### config.mk
export PLATFORM = sky130hd
export DESIGN_NAME = scsi_bus_pin_control
export DESIGN_NICKNAME = d
export VERILOG_FILES = /design/src/logic/scsi_pin_pkg.sv /design/src/logic/scsi_bus_pin_control.sv /design/src/logic/diff_latch_port.sv
export VERILOG_INCLUDE_DIRS = /design/src /design/src/logic
export SDC_FILE = /design/constraint.sdc
export NUM_CORES = 1
export LEC_CHECK = 0
export BUFFER_PORTS_ARGS = -buffer_cell sky130_fd_sc_hd__buf_4
export CORE_MARGIN = 2
export CORE_UTILIZATION = 40
export DETAILED_ROUTE_END_ITERATION = 7
export PLACE_DENSITY = 0.73
export SLEW_MARGIN = 20
export SYNTH_ARGS = -nofsm -noshare
export SYNTH_HDL_FRONTEND = slang
export SYNTH_SLANG_ARGS = --single-unit
### constraint.sdc
create_clock -name clock -period 4.2 [get_ports clock]
set_input_delay 0.21 -clock clock [delete_from_list [all_inputs] [get_ports clock]]
set_output_delay 0.21 -clock clock [all_outputs]
set_load 0.01 [all_outputs]
### src/logic/scsi_pin_regs.svh
/*
 * Timing counts, shift bit counts and reset values for the bus pin control
 * block. Assumes a single 40 MHz clock and inclusion by bare name.
 */
// Notes on behaviour
// - Narrow transfers use low byte; upper lanes float.
// - Each byte lane carries its own odd parity.
// - Narrow transfers float and ignore high parity.
// - Phase lines received as initiator, driven as target.
// - Target asserts request; initiator asserts acknowledge.
// - Select driven only after winning arbitration.
// - Busy: initiator during arbitration; target throughout.
// - Bus reset received floats all bus lines.
// - Attention driven by initiator only.
// - Latch value and select stable across strobe.
// - Host reset floats latch outputs; strobe pulled high.
// - Indicator latches on selection status, clears bus free.
// - After reset indicator clocks in external ID.
// - After shift-in indicator held on until cleared.
// - Host accesses retried during ID shift-in.
// - Fourth shift clock samples SRAM present as mode.
// - Indicator usable as general output bit.
// - Termination output follows polarity and enable.
// - Soft reset disables termination; host reset floats it.
// - Wide present input low reports wide cable.
// - Active negation only in synchronous transfers when enabled.
`ifndef SCSI_PIN_REGS_SVH
`define SCSI_PIN_REGS_SVH

`define CLOCK_MHZ 40
`define ID_CLOCK_MHZ 20
`define ID_HALF_CYCLES ((`CLOCK_MHZ / `ID_CLOCK_MHZ) / 2)
`define ID_BITS 4'h4
`define ID_MODE_CLOCK 4'h4
`define STROBE_SETUP 2'h1
`define STROBE_LOW 2'h2
`define DEFAULT_ID 4'h7

`endif

### src/logic/scsi_pin_pkg.sv
/*
 * Types shared by the bus pin control block. Assumes nothing beyond a
 * SystemVerilog compiler.
 */
`default_nettype none
package scsi_pin_pkg;
	typedef struct packed {
		logic [15:0] data;
		logic parity_low;
		logic parity_high;
		logic cd;
		logic io;
		logic msg;
		logic req;
		logic ack;
		logic rst;
		logic sel;
		logic bsy;
		logic atn;
	} bus_lines_t;
	typedef enum {ID_IDLE, ID_SHIFT, ID_RUN} id_state_t;
	typedef enum {STB_IDLE, STB_SETUP, STB_LOW, STB_HOLD} strobe_state_t;
endpackage
`default_nettype wire

### src/logic/scsi_bus_pin_control.sv
/*
 * Pin level control of the parallel bus side: data, parity, phase and
 * handshake lines, indicator with ID shift-in, termination power, latch
 * strobe port. Assumes sequencing logic drives the intent inputs and that
 * bus lines are synchronous to the clock.
 */
`default_nettype none
`include "scsi_pin_regs.svh"
module scsi_bus_pin_control (
	input wire logic clock,
	input wire logic reset,
	input wire logic host_reset,
	input wire logic chip_soft_reset,
	input wire logic target_role,
	input wire logic wide_mode,
	input wire logic sync_transfer,
	input wire logic arbitrating,
	input wire logic arbitration_won,
	input wire logic connected,
	input wire logic drive_data,
	input wire logic [15:0] out_data,
	input wire logic drive_phase,
	input wire logic [2:0] out_phase,
	input wire logic out_req,
	input wire logic out_ack,
	input wire logic out_atn,
	input wire logic out_bus_reset,
	input wire logic selection_in_progress,
	input wire logic reselected_flag,
	input wire logic selection_done_flag,
	input wire logic led_clear,
	input wire logic led_general,
	input wire logic led_general_enable,
	input wire logic term_power_polarity_write,
	input wire logic term_power_polarity_value,
	input wire logic term_power_enable_write,
	input wire logic term_power_enable_value,
	input wire logic active_negation_enable_write,
	input wire logic active_negation_enable_value,
	input wire logic host_access,
	input wire logic serial_id_input,
	input wire logic sram_present_input_n,
	input wire logic wide_cable_present_n,
	input wire logic diff_write_request,
	input wire logic [3:0] diff_write_value,
	input wire logic [1:0] diff_write_select,
	input wire scsi_pin_pkg::bus_lines_t bus_in,
	output var scsi_pin_pkg::bus_lines_t bus_out,
	output var scsi_pin_pkg::bus_lines_t bus_oe,
	output logic [15:0] in_data,
	output logic in_parity_error,
	output logic [2:0] in_phase,
	output logic in_req,
	output logic in_ack,
	output logic in_atn,
	output logic in_sel,
	output logic in_bsy,
	output logic bus_reset_seen,
	output logic led_n,
	output logic led_oe,
	output logic term_power_output,
	output logic term_power_oe,
	output logic term_power_polarity,
	output logic term_power_enable,
	output logic active_negation_enable,
	output logic wide_cable,
	output logic [3:0] device_id,
	output logic memport_user_mode,
	output logic host_retry,
	output logic diff_busy,
	output logic [3:0] diff_ctrl_value,
	output logic [1:0] diff_latch_select,
	output logic diff_latch_strobe,
	output logic diff_drive_enable
);
	// Odd parity bit for one byte lane.
	function automatic logic odd_parity(input logic [7:0] lane);
		odd_parity = ~^lane;
	endfunction

	// *************************************************************
	// State
	// *************************************************************
	typedef struct packed {
		scsi_pin_pkg::bus_lines_t out;
		scsi_pin_pkg::bus_lines_t oe;
		logic [15:0] rx_data;
		logic rx_perr;
		logic [2:0] rx_phase;
		logic rx_req;
		logic rx_ack;
		logic rx_atn;
		logic rx_sel;
		logic rx_bsy;
		logic rst_seen;
		scsi_pin_pkg::id_state_t id_state;
		logic id_clock;
		logic [3:0] id_count;
		logic [3:0] id_shift;
		logic [3:0] id;
		logic mode;
		logic activity;
		logic run_led;
		logic led;
		logic led_drive;
		logic tp_level;
		logic tp_en;
		logic tp_out;
		logic tp_drive;
		logic negation;
		logic wide;
		logic retry;
	} pin_state_t;
	pin_state_t current, next_current;
	logic negate;

	always_comb begin
		next_current = current;
		negate = current.negation && sync_transfer;
		// Assert by pulling low; released lines rely on the pull-up.
		next_current.out = '0;
		next_current.oe = '0;
		next_current.out.data[7:0] = out_data[7:0];
		next_current.out.parity_low = odd_parity(out_data[7:0]);
		next_current.out.data[15:8] = out_data[15:8];
		next_current.out.parity_high = odd_parity(out_data[15:8]);
		if (drive_data) begin
			next_current.oe.data[7:0] = negate ? 8'hFF : out_data[7:0];
			next_current.oe.parity_low = negate
				|| next_current.out.parity_low;
			if (wide_mode) begin
				next_current.oe.data[15:8] = negate ? 8'hFF : out_data[15:8];
				next_current.oe.parity_high = negate
					|| next_current.out.parity_high;
			end
		end
		// Bus value is active high here; pin level is its inverse.
		next_current.out.data = ~next_current.out.data;
		next_current.out.parity_low = ~next_current.out.parity_low;
		next_current.out.parity_high = ~next_current.out.parity_high;
		if (target_role && drive_phase) begin
			next_current.oe.cd = out_phase[2] || negate;
			next_current.oe.msg = out_phase[1] || negate;
			next_current.oe.io = out_phase[0] || negate;
			next_current.out.cd = !out_phase[2];
			next_current.out.msg = !out_phase[1];
			next_current.out.io = !out_phase[0];
			next_current.oe.req = out_req || negate;
			next_current.out.req = !out_req;
		end
		if (!target_role) begin
			next_current.oe.ack = out_ack || negate;
			next_current.out.ack = !out_ack;
			next_current.oe.atn = out_atn || negate;
			next_current.out.atn = !out_atn;
		end
		next_current.oe.sel = arbitration_won;
		next_current.oe.bsy = arbitrating
			|| (target_role && connected);
		next_current.oe.rst = out_bus_reset;
		next_current.rx_data = ~bus_in.data;
		if (!wide_mode) begin
			next_current.rx_data[15:8] = 8'h00;
		end
		next_current.rx_perr = drive_data ? 1'b0
			: ((~bus_in.parity_low) != odd_parity(~bus_in.data[7:0]))
			|| (wide_mode && ((~bus_in.parity_high)
			!= odd_parity(~bus_in.data[15:8])));
		next_current.rx_phase = {!bus_in.cd, !bus_in.msg, !bus_in.io};
		next_current.rx_req = !bus_in.req;
		next_current.rx_ack = !bus_in.ack;
		next_current.rx_atn = !bus_in.atn;
		next_current.rx_sel = !bus_in.sel;
		next_current.rx_bsy = !bus_in.bsy;
		next_current.rst_seen = !bus_in.rst;
		if (!bus_in.rst) begin
			next_current.oe = '0;
		end

		// *************************************************************
		// Indicator and device ID shift-in
		// *************************************************************
		if (selection_in_progress || reselected_flag
			|| selection_done_flag) begin
			next_current.activity = 1'b1;
		end else if (!bus_in.bsy == 1'b0 && !bus_in.sel == 1'b0) begin
			next_current.activity = 1'b0;
		end
		if (led_clear) begin
			next_current.run_led = 1'b0;
		end
		unique case (current.id_state)
		scsi_pin_pkg::ID_IDLE: begin
			next_current.id_state = scsi_pin_pkg::ID_SHIFT;
			next_current.id_count = 4'h0;
			next_current.id_clock = 1'b1;
		end
		scsi_pin_pkg::ID_SHIFT: begin
			next_current.id_clock = !current.id_clock;
			if (!current.id_clock) begin
				next_current.id_shift = {current.id_shift[2:0],
					serial_id_input};
				next_current.id_count = current.id_count + 4'h1;
				if (current.id_count + 4'h1 == `ID_MODE_CLOCK) begin
					next_current.mode = !sram_present_input_n;
				end
				if (current.id_count + 4'h1 == `ID_BITS) begin
					next_current.id = {current.id_shift[2:0], serial_id_input};
					next_current.id_state = scsi_pin_pkg::ID_RUN;
					next_current.run_led = 1'b1;
				end
			end
		end
		scsi_pin_pkg::ID_RUN: next_current.id_clock = 1'b1;
		endcase
		next_current.retry = host_access
			&& current.id_state != scsi_pin_pkg::ID_RUN;
		if (current.id_state == scsi_pin_pkg::ID_SHIFT) begin
			// The pin rises on the very edge that samples each ID bit.
			next_current.led = next_current.id_clock;
		end else if (led_general_enable) begin
			next_current.led = !led_general;
		end else begin
			next_current.led = !(next_current.activity
				|| next_current.run_led);
		end
		next_current.led_drive = 1'b1;

		// *************************************************************
		// Termination power and configuration bits
		// *************************************************************
		if (term_power_polarity_write) begin
			next_current.tp_level = term_power_polarity_value;
		end
		if (term_power_enable_write) begin
			next_current.tp_en = term_power_enable_value;
		end
		if (active_negation_enable_write) begin
			next_current.negation = active_negation_enable_value;
		end
		if (chip_soft_reset) begin
			next_current.tp_en = 1'b0;
		end
		// Polarity bit gives the enabled level.
		next_current.tp_out = next_current.tp_en ? next_current.tp_level
			: !next_current.tp_level;
		next_current.tp_drive = 1'b1;
		next_current.wide = !wide_cable_present_n;
		if (host_reset) begin
			next_current = '0;
			next_current.id_state = scsi_pin_pkg::ID_IDLE;
			next_current.id = `DEFAULT_ID;
			next_current.led = 1'b1;
			next_current.out = '1;
		end
	end

	always_ff @(posedge clock) begin
		if (reset) begin
			current <= '0;
			current.id_state <= scsi_pin_pkg::ID_IDLE;
			current.id <= `DEFAULT_ID;
			current.led <= 1'b1;
			current.out <= '1;
		end else begin
			current <= next_current;
		end
	end

	diff_latch_port latch_port (
		.clock(clock),
		.reset(reset),
		.host_reset(host_reset),
		.write_request(diff_write_request),
		.write_value(diff_write_value),
		.write_select(diff_write_select),
		.busy(diff_busy),
		.diff_ctrl_value(diff_ctrl_value),
		.diff_latch_select(diff_latch_select),
		.diff_latch_strobe(diff_latch_strobe),
		.diff_drive_enable(diff_drive_enable)
	);

	assign bus_out = current.out;
	assign bus_oe = current.oe;
	assign in_data = current.rx_data;
	assign in_parity_error = current.rx_perr;
	assign in_phase = current.rx_phase;
	assign in_req = current.rx_req;
	assign in_ack = current.rx_ack;
	assign in_atn = current.rx_atn;
	assign in_sel = current.rx_sel;
	assign in_bsy = current.rx_bsy;
	assign bus_reset_seen = current.rst_seen;
	assign led_n = current.led;
	assign led_oe = current.led_drive;
	assign term_power_output = current.tp_out;
	assign term_power_oe = current.tp_drive;
	assign term_power_polarity = current.tp_level;
	assign term_power_enable = current.tp_en;
	assign active_negation_enable = current.negation;
	assign wide_cable = current.wide;
	assign device_id = current.id;
	assign memport_user_mode = current.mode;
	assign host_retry = current.retry;

	narrow_float_a: assert property (@(posedge clock) disable iff (reset)
		!wide_mode |=> bus_oe.data[15:8] == 8'h00 && !bus_oe.parity_high)
		else $error("upper lane driven in narrow mode");
	sel_win_a: assert property (@(posedge clock) disable iff (reset)
		bus_oe.sel |-> $past(arbitration_won))
		else $error("select driven without arbitration win");
	initiator_phase_a: assert property (@(posedge clock) disable iff (reset)
		!target_role |=> !bus_oe.req && !bus_oe.cd)
		else $error("initiator drove phase or request");
	target_atn_a: assert property (@(posedge clock) disable iff (reset)
		target_role |=> !bus_oe.atn && !bus_oe.ack)
		else $error("target drove attention");
	retry_shift_a: assert property (@(posedge clock) disable iff (reset)
		host_access && current.id_state == scsi_pin_pkg::ID_SHIFT
		&& !host_reset |=> host_retry)
		else $error("no retry during id shift");
	term_soft_a: assert property (@(posedge clock) disable iff (reset)
		chip_soft_reset && !host_reset |=> !term_power_enable
		&& term_power_output == !term_power_polarity)
		else $error("soft reset left termination enabled");
	wide_sense_a: assert property (@(posedge clock) disable iff (reset)
		!host_reset ##1 !host_reset |-> wide_cable
		== !$past(wide_cable_present_n))
		else $error("wide cable status wrong");
	bus_reset_a: assert property (@(posedge clock) disable iff (reset)
		!bus_in.rst && !host_reset |=> bus_reset_seen && bus_oe == '0)
		else $error("bus reset not honoured");
	run_led_c: cover property (@(posedge clock) disable iff (reset)
		current.id_state == scsi_pin_pkg::ID_SHIFT
		##1 current.id_state == scsi_pin_pkg::ID_RUN);
	target_c: cover property (@(posedge clock) disable iff (reset)
		target_role && bus_oe.req);
	activity_c: cover property (@(posedge clock) disable iff (reset)
		$fell(led_n) && current.id_state == scsi_pin_pkg::ID_RUN);
endmodule // scsi_bus_pin_control
`default_nettype wire

### src/logic/diff_latch_port.sv
/*
 * Strobed writer for external differential driver latches.
 * Assumes the caller drops request once busy goes high; a request still held when busy goes low starts a second write.
 */
`default_nettype none
`include "scsi_pin_regs.svh"
module diff_latch_port (
	input wire logic clock,
	input wire logic reset,
	input wire logic host_reset,
	input wire logic write_request,
	input wire logic [3:0] write_value,
	input wire logic [1:0] write_select,
	output logic busy,
	output logic [3:0] diff_ctrl_value,
	output logic [1:0] diff_latch_select,
	output logic diff_latch_strobe,
	output logic diff_drive_enable
);
	typedef struct packed {
		scsi_pin_pkg::strobe_state_t state;
		logic [1:0] count;
		logic [3:0] value;
		logic [1:0] select;
		logic strobe;
		logic drive;
		logic busy;
	} latch_state_t;
	latch_state_t current, next_current;

	always_comb begin
		next_current = current;
		next_current.drive = !host_reset;
		unique case (current.state)
		scsi_pin_pkg::STB_IDLE: begin
			if (write_request && !host_reset) begin
				next_current.value = write_value;
				next_current.select = write_select;
				next_current.count = `STROBE_SETUP;
				next_current.state = scsi_pin_pkg::STB_SETUP;
			end
		end
		scsi_pin_pkg::STB_SETUP: begin
			next_current.count = current.count - 2'h1;
			if (current.count == 2'h1) begin
				next_current.strobe = 1'b0;
				next_current.count = `STROBE_LOW;
				next_current.state = scsi_pin_pkg::STB_LOW;
			end
		end
		scsi_pin_pkg::STB_LOW: begin
			next_current.count = current.count - 2'h1;
			if (current.count == 2'h1) begin
				// Rising edge captures; value still held one more cycle.
				next_current.strobe = 1'b1;
				next_current.state = scsi_pin_pkg::STB_HOLD;
			end
		end
		scsi_pin_pkg::STB_HOLD: next_current.state = scsi_pin_pkg::STB_IDLE;
		endcase
		if (host_reset) begin
			next_current.strobe = 1'b1;
			next_current.state = scsi_pin_pkg::STB_IDLE;
		end
		next_current.busy = next_current.state != scsi_pin_pkg::STB_IDLE;
	end

	always_ff @(posedge clock) begin
		if (reset) begin
			current <= '{scsi_pin_pkg::STB_IDLE, 2'h0, 4'h0, 2'h0, 1'b1, 1'b0,
				1'b0};
		end else begin
			current <= next_current;
		end
	end

	assign busy = current.busy;
	assign diff_ctrl_value = current.value;
	assign diff_latch_select = current.select;
	assign diff_latch_strobe = current.strobe;
	assign diff_drive_enable = current.drive;

	stable_strobe_a: assert property (@(posedge clock) disable iff (reset)
		!diff_latch_strobe |=> $stable(diff_ctrl_value)
		&& $stable(diff_latch_select))
		else $error("latch value moved during strobe");
	float_reset_a: assert property (@(posedge clock) disable iff (reset)
		host_reset |=> !diff_drive_enable && diff_latch_strobe)
		else $error("latch outputs driven in host reset");
	cover_strobe_c: cover property (@(posedge clock) disable iff (reset)
		$rose(diff_latch_strobe));
endmodule // diff_latch_port
`default_nettype wire

---- After elaboration in Yosys (flattened, before gate mapping) ----
Index checks and enable logic that the tools add are counted.
word-level totals
  output and inout bits ................... 103
  register bits ........................... 180
  input port bits ......................... 85
  logic and storage cells ................. 204
operators by class
  add/sub/neg operators ................... 2
  eq/ne operators ......................... 16
  reductions and logical operators ........ 68
  bitwise gates (word level) .............. 13
  multiplexer cells ....................... 46
operators with widths
  kind                                                   number
  equality test 32 x 2 -> 1 bit (second input constant)  4
  2-to-1 mux 32 bit                                      4
  case mux 32 bit (4 select lines)                       1
  2-to-1 mux 114 bit                                     1
  equality test 32 x 1 -> 1 bit (second input constant)  2
  zero test 32 bit                                       2
  case mux 32 bit (2 select lines)                       1
  2-to-1 mux 40 bit                                      1
  2-to-1 mux 34 bit                                      1
  2-to-1 mux 8 bit                                       4
  != test 32 x 3 -> 1 bit (second input constant)        1
  NOT 16 bit                                             2
  nonzero test 32 bit                                    1
  XNOR reduction 8 bit                                   4
  2-to-1 mux 27 bit                                      1
  zero test 1 bit                                        22
  2-to-1 mux 1 bit                                       22
  2-to-1 mux 18 bit                                      1
  NOT 8 bit                                              2
  logical OR 1 bit                                       13
  2-to-1 mux 13 bit                                      1
  2-to-1 mux 4 bit                                       3
  OR reduction 4 bit                                     3
  2-to-1 mux 9 bit                                       1
  19 further kinds                                       47

---- Depth between registers and ports, before layout ----
  depth in word-level cells ............... 10
  depth in mapped cells ................... 7

---- Modules after synthesis ----
From an unflattened synthesis, not the netlist that was laid out.
unflattened totals
  cell total of the unflattened synthesis .. 537
  area total of the unflattened synthesis .. 5,561.6 sq um
modules (own cells, without submodules)
  module                cells each  area each (sq um)  times used
  scsi_bus_pin_control  387         3,930.0            1
  diff_latch_port       150         1,631.6            1

---- Least setup slack after synthesis ----
Ideal clock, no wire load.
  path kind ............................... flip-flop to flip-flop
  from .................................... register latch_port.current[20] (netlist bit)
  to ...................................... register latch_port.current[13] (netlist bit)
  arrival ................................. 1,531 ps
  data required time ...................... 4,085 ps
  path buffers ............................ 1
  setup time .............................. 115 ps
  stages on the path, launching flop included .. 7
  path slack .............................. 2,554 ps
  clock period less this slack ............ 1,646 ps
  path through ............................ dfxtp_1 -> nor4_1 -> nand4_2 -> o31ai_1 -> a21oi_1 -> buf_2 -> and2_1
on the way
  longest elaborated chain between the ends .. 3
  elaborated cells between the ends (all ways) .. 6
ends and longest elaborated chain
  item                                                         RTL line               RTL
  start: declaration                                           diff_latch_port.sv:29  latch_state_t current, next_current;
  start signal: assignment                                     diff_latch_port.sv:70  current <= '{scsi_pin_pkg::STB_IDLE, 2'h0, 4'h0, 2'h0, 1'b1, 1'b0,
  start signal: assignment                                     diff_latch_port.sv:73  current <= next_current;
  equality test 32 x 2 -> 1 bit, or another cell as far along  diff_latch_port.sv:34  unique case (current.state)
  case mux 32 bit (4 select lines) *                           diff_latch_port.sv:34
  2-to-1 mux 32 bit *                                          diff_latch_port.sv:61  if (host_reset) begin
Every way passes the cells marked *; elsewhere a longest branch is shown, timed or not.
A chain may end at the register's enable or synchronous reset.

---- Worst setup path in the final report ----
  from .................................... register latch_port.current[15] (netlist bit)
  to ...................................... register latch_port.current[36] (netlist bit)
Same word-level chain as after synthesis.

==> qor.yml <==
grt:
  grt_pass1_vias: 4158
  antenna_found_initial: 0
  track_usage_pct: 17.09
  grt_pass1_wl_um: 19460
  overflow: 0
  grt_start_max_net_pins: 43
die:
  dieHeight_um: 120
  core_um2: 13190
  rows: 42
  die_w_um: 120
  start_util_pct: 40.81
  die-area_um2: 14400
  io_pins: 188
job:
  maxCapViolCount: 0
finish:
  diodes: 0
  seq_area_um2: 2903
  multi_input_area_um2: 1722
  fillers: 1099
  nets: 775
  drive_above_1_share_pct: 32.19
  final_core_util_pct: 55.87
  area_delta_synth_final_pct: 36.91
clock_tree:
  clockRootBuffer: "clkbuf_16"
  numCtsBuffers: 17
  htreeDepth: 4
  post_cts_buffers: 0
  cts_buffer_depth: 2
  hold_buffers: 48
  clock_latency_ns: 0.40
  clock-sinks: 145
  clk_pin_slew_ns: 0.06
  cts_tree: "yes"
  cts_resized: 0
route:
  drcViolationCount: 0
  initialDrtViolationCount: 203
  dr.pass1.iters: 4
  drt-total-wl_um: 12330
  ant_nets: 0
  vias_per_cell: 4.546
  routedWlPerCell_um: 14.09
  vias: 3978
yosys:
  synthesis.nets: 621
  synth.distinct_cells: 46
  synth-seq-cells: 145
  synthArstFlopShare_pct: 0
  avgSynthCellArea_um2: 10.12
  synthCells: 532
  yosysSeqAreaShare_pct: 53.93
  ys_warn_count: 0
  synth_edf_count: 0
  ys.flop_type: "dfxtp_1"
  syn_area_um2: 5383
power_and_ir_drop:
  comb_power_share_pct: 10.0
  seqPwrFrac_pct: 44.2
  peakVddDrop_uv: 247.7
  internal-power_mw: 2.539
  leakage_nw: 3.249
  power_switching_uw: 695.8
  swShare_pct: 21.51
  p_clk_share_pct: 45.8
  p_per_area_nw_per_um2: 438.9
worst_setup_path:
  crit_arrival_ns: 2.60
  start_kind: "register"
  cp-end-kind: "register"
  cp.required_ns: 4.54
  crit_fanout: 18
  crit_type: "reg -> reg"
place:
  port-buffer-count: 187
  place_congestion: 0.7714
  pre_cts_slack_ns: 1.926
  dp_hpwl_um: 8468
sta:
  fin_ws_ns: 1.938
  whs_ns: 0.02229
  tightest_slew_ns: 0.9328
  fin_crit_sh_pct: 53.87
  setup_viol_count_final: 0
  fin_worst_skew_ns: 0.006979
  setup_tns_ns: 0
  max_freq_mhz: 442.0
  slew_violations: 0
  rsz0062_at_grt: "false"
  hold_viol: 0
  period_needed_ns: 2.262
  slew_headroom_pct: 36.20
run_status:
  outcome: "completed"
hold_path:
  hold_path_class: "in -> reg"
state kept, by name, summed over array words and instances, names as in the netlist, 2 cells and up:
signal / cells
device_id: 4
bus_oe: 27
latch_port.diff_ctrl_value: 4
bus_out: 25
latch_port.diff_latch_select: 2
in_phase: 3
current: 12
latch_port.current: 34
in_data: 16
synth_stat cells, types with 5 or more instances:
cell,count,area share [%]
o21a_1,23,3.2
mux2i_1,14,2.6
xnor2_1,27,4.4
clkbuf_1,10,0.70
a21oi_1,10,0.93
and2_1,32,3.7
nand2b_1,5,0.58
o21ai_0,9,0.84
buf_2,6,0.56
nand2_1,38,2.6
nor4_1,7,0.81
nor2_1,57,4.0
buf_4,85,12
inv_1,7,0.49
dfxtp_1,145,54
critical path: stages, from the launching register on:
cell and delay (ns):
dfxtp_1 0.31, nor4_1 0.47, and4_2 0.32, nand4b_1 0.09, a21oi_1 0.55, buf_4 0.31, and2_1 0.15
logic make-up (layout without fill, tap and decap cells):
kind of cell	after synthesis	count (layout)	share of synthesized area, %
simple gates	164	164	15.13
flops	145	145	53.93
buf+inv	111	278	14.09
compound gates	62	62	7.857
xor+xnor	32	32	5.463
mux	14	14	2.603
fa+ha+maj	4	4	0.9298
final cells by class:
type | count | area share [%]
clock inverter | 11 | 1.868
timing repair buffer | 238 | 25.87
sequential | 145 | 39.39
multi-input combinational | 276 | 23.36
inverter | 8 | 0.4075
tap | 176 | 2.988
clock buffer | 21 | 6.112
power groups by stage:
| stage | combinational, mW | clock [mW] | sequential (mW) |
|---|---|---|---|
| after floorplan | 0.167 | 0 | 1.46 |
| after global placement | 0.277 | 0 | 1.46 |
| after detailed placement | 0.284 | 0 | 1.46 |
| after CTS | 0.323 | 1.51 | 1.43 |
| after global routing | 0.347 | 1.57 | 1.43 |
| final | 0.323 | 1.48 | 1.43 |
worst paths after layout:
path,start,endpoint,slack [ns],cells past startpoint
max,latch_port.current[15]$_SDFF_PP0_,latch_port.current[36]$_SDFF_PP0_,1.94,6
min reg2reg,current[18]$_SDFFE_PP0P_,current[18]$_SDFFE_PP0P_,0.46,2
max reg2reg,latch_port.current[15]$_SDFF_PP0_,latch_port.current[36]$_SDFF_PP0_,1.94,6
min,bus_in[3],bus_reset_seen$_SDFF_PP0_,0.02,2
placed cells by master, fill, tap and decap left out, types with 3 or more instances in the layout:
cell           instances
nand3_1                4
nand2b_1               5
xor2_1                 4
a22oi_1                3
clkbuf_1               3
inv_1                  7
clkbuf_16             17
mux2i_1               14
nand2_1               38
nor3_1                 4
dlygate4sd3_1         48
o21a_1                23
clkinvlp_4             3
nor4_1                 7
o21ai_0                9
a21oi_1               10
xnor2_1               27
buf_4                190
ha_1                   4
and3_1                 4
bufinv_16              3
and2_1                32
nor2_1                57
dfxtp_1              145
clkinv_2               5
stage by stage:
stage | cells | total power [mW] | area, um^2
2_1_floorplan | 532 | 1.625 | 5383
3_3_place_gp | 795 | 1.735 | 6301
3_5_place_dp | 795 | 1.743 | 6301
4_1_cts | 875 | 3.265 | 7370
5_1_grt | 875 | 3.354 | 7370
6_report | 875 | 3.234 | 7370
layer usage:
metal	vias to the layer above	global-route usage, %	wire length (um)
met5	-	0	0
met4	0	6.618	256
met3	23	4.800	719
met2	137	31.46	6554
met1	1853	18.36	4801
li1	1965	-	-
Note: power is estimated with default switching activity, not from simulation.
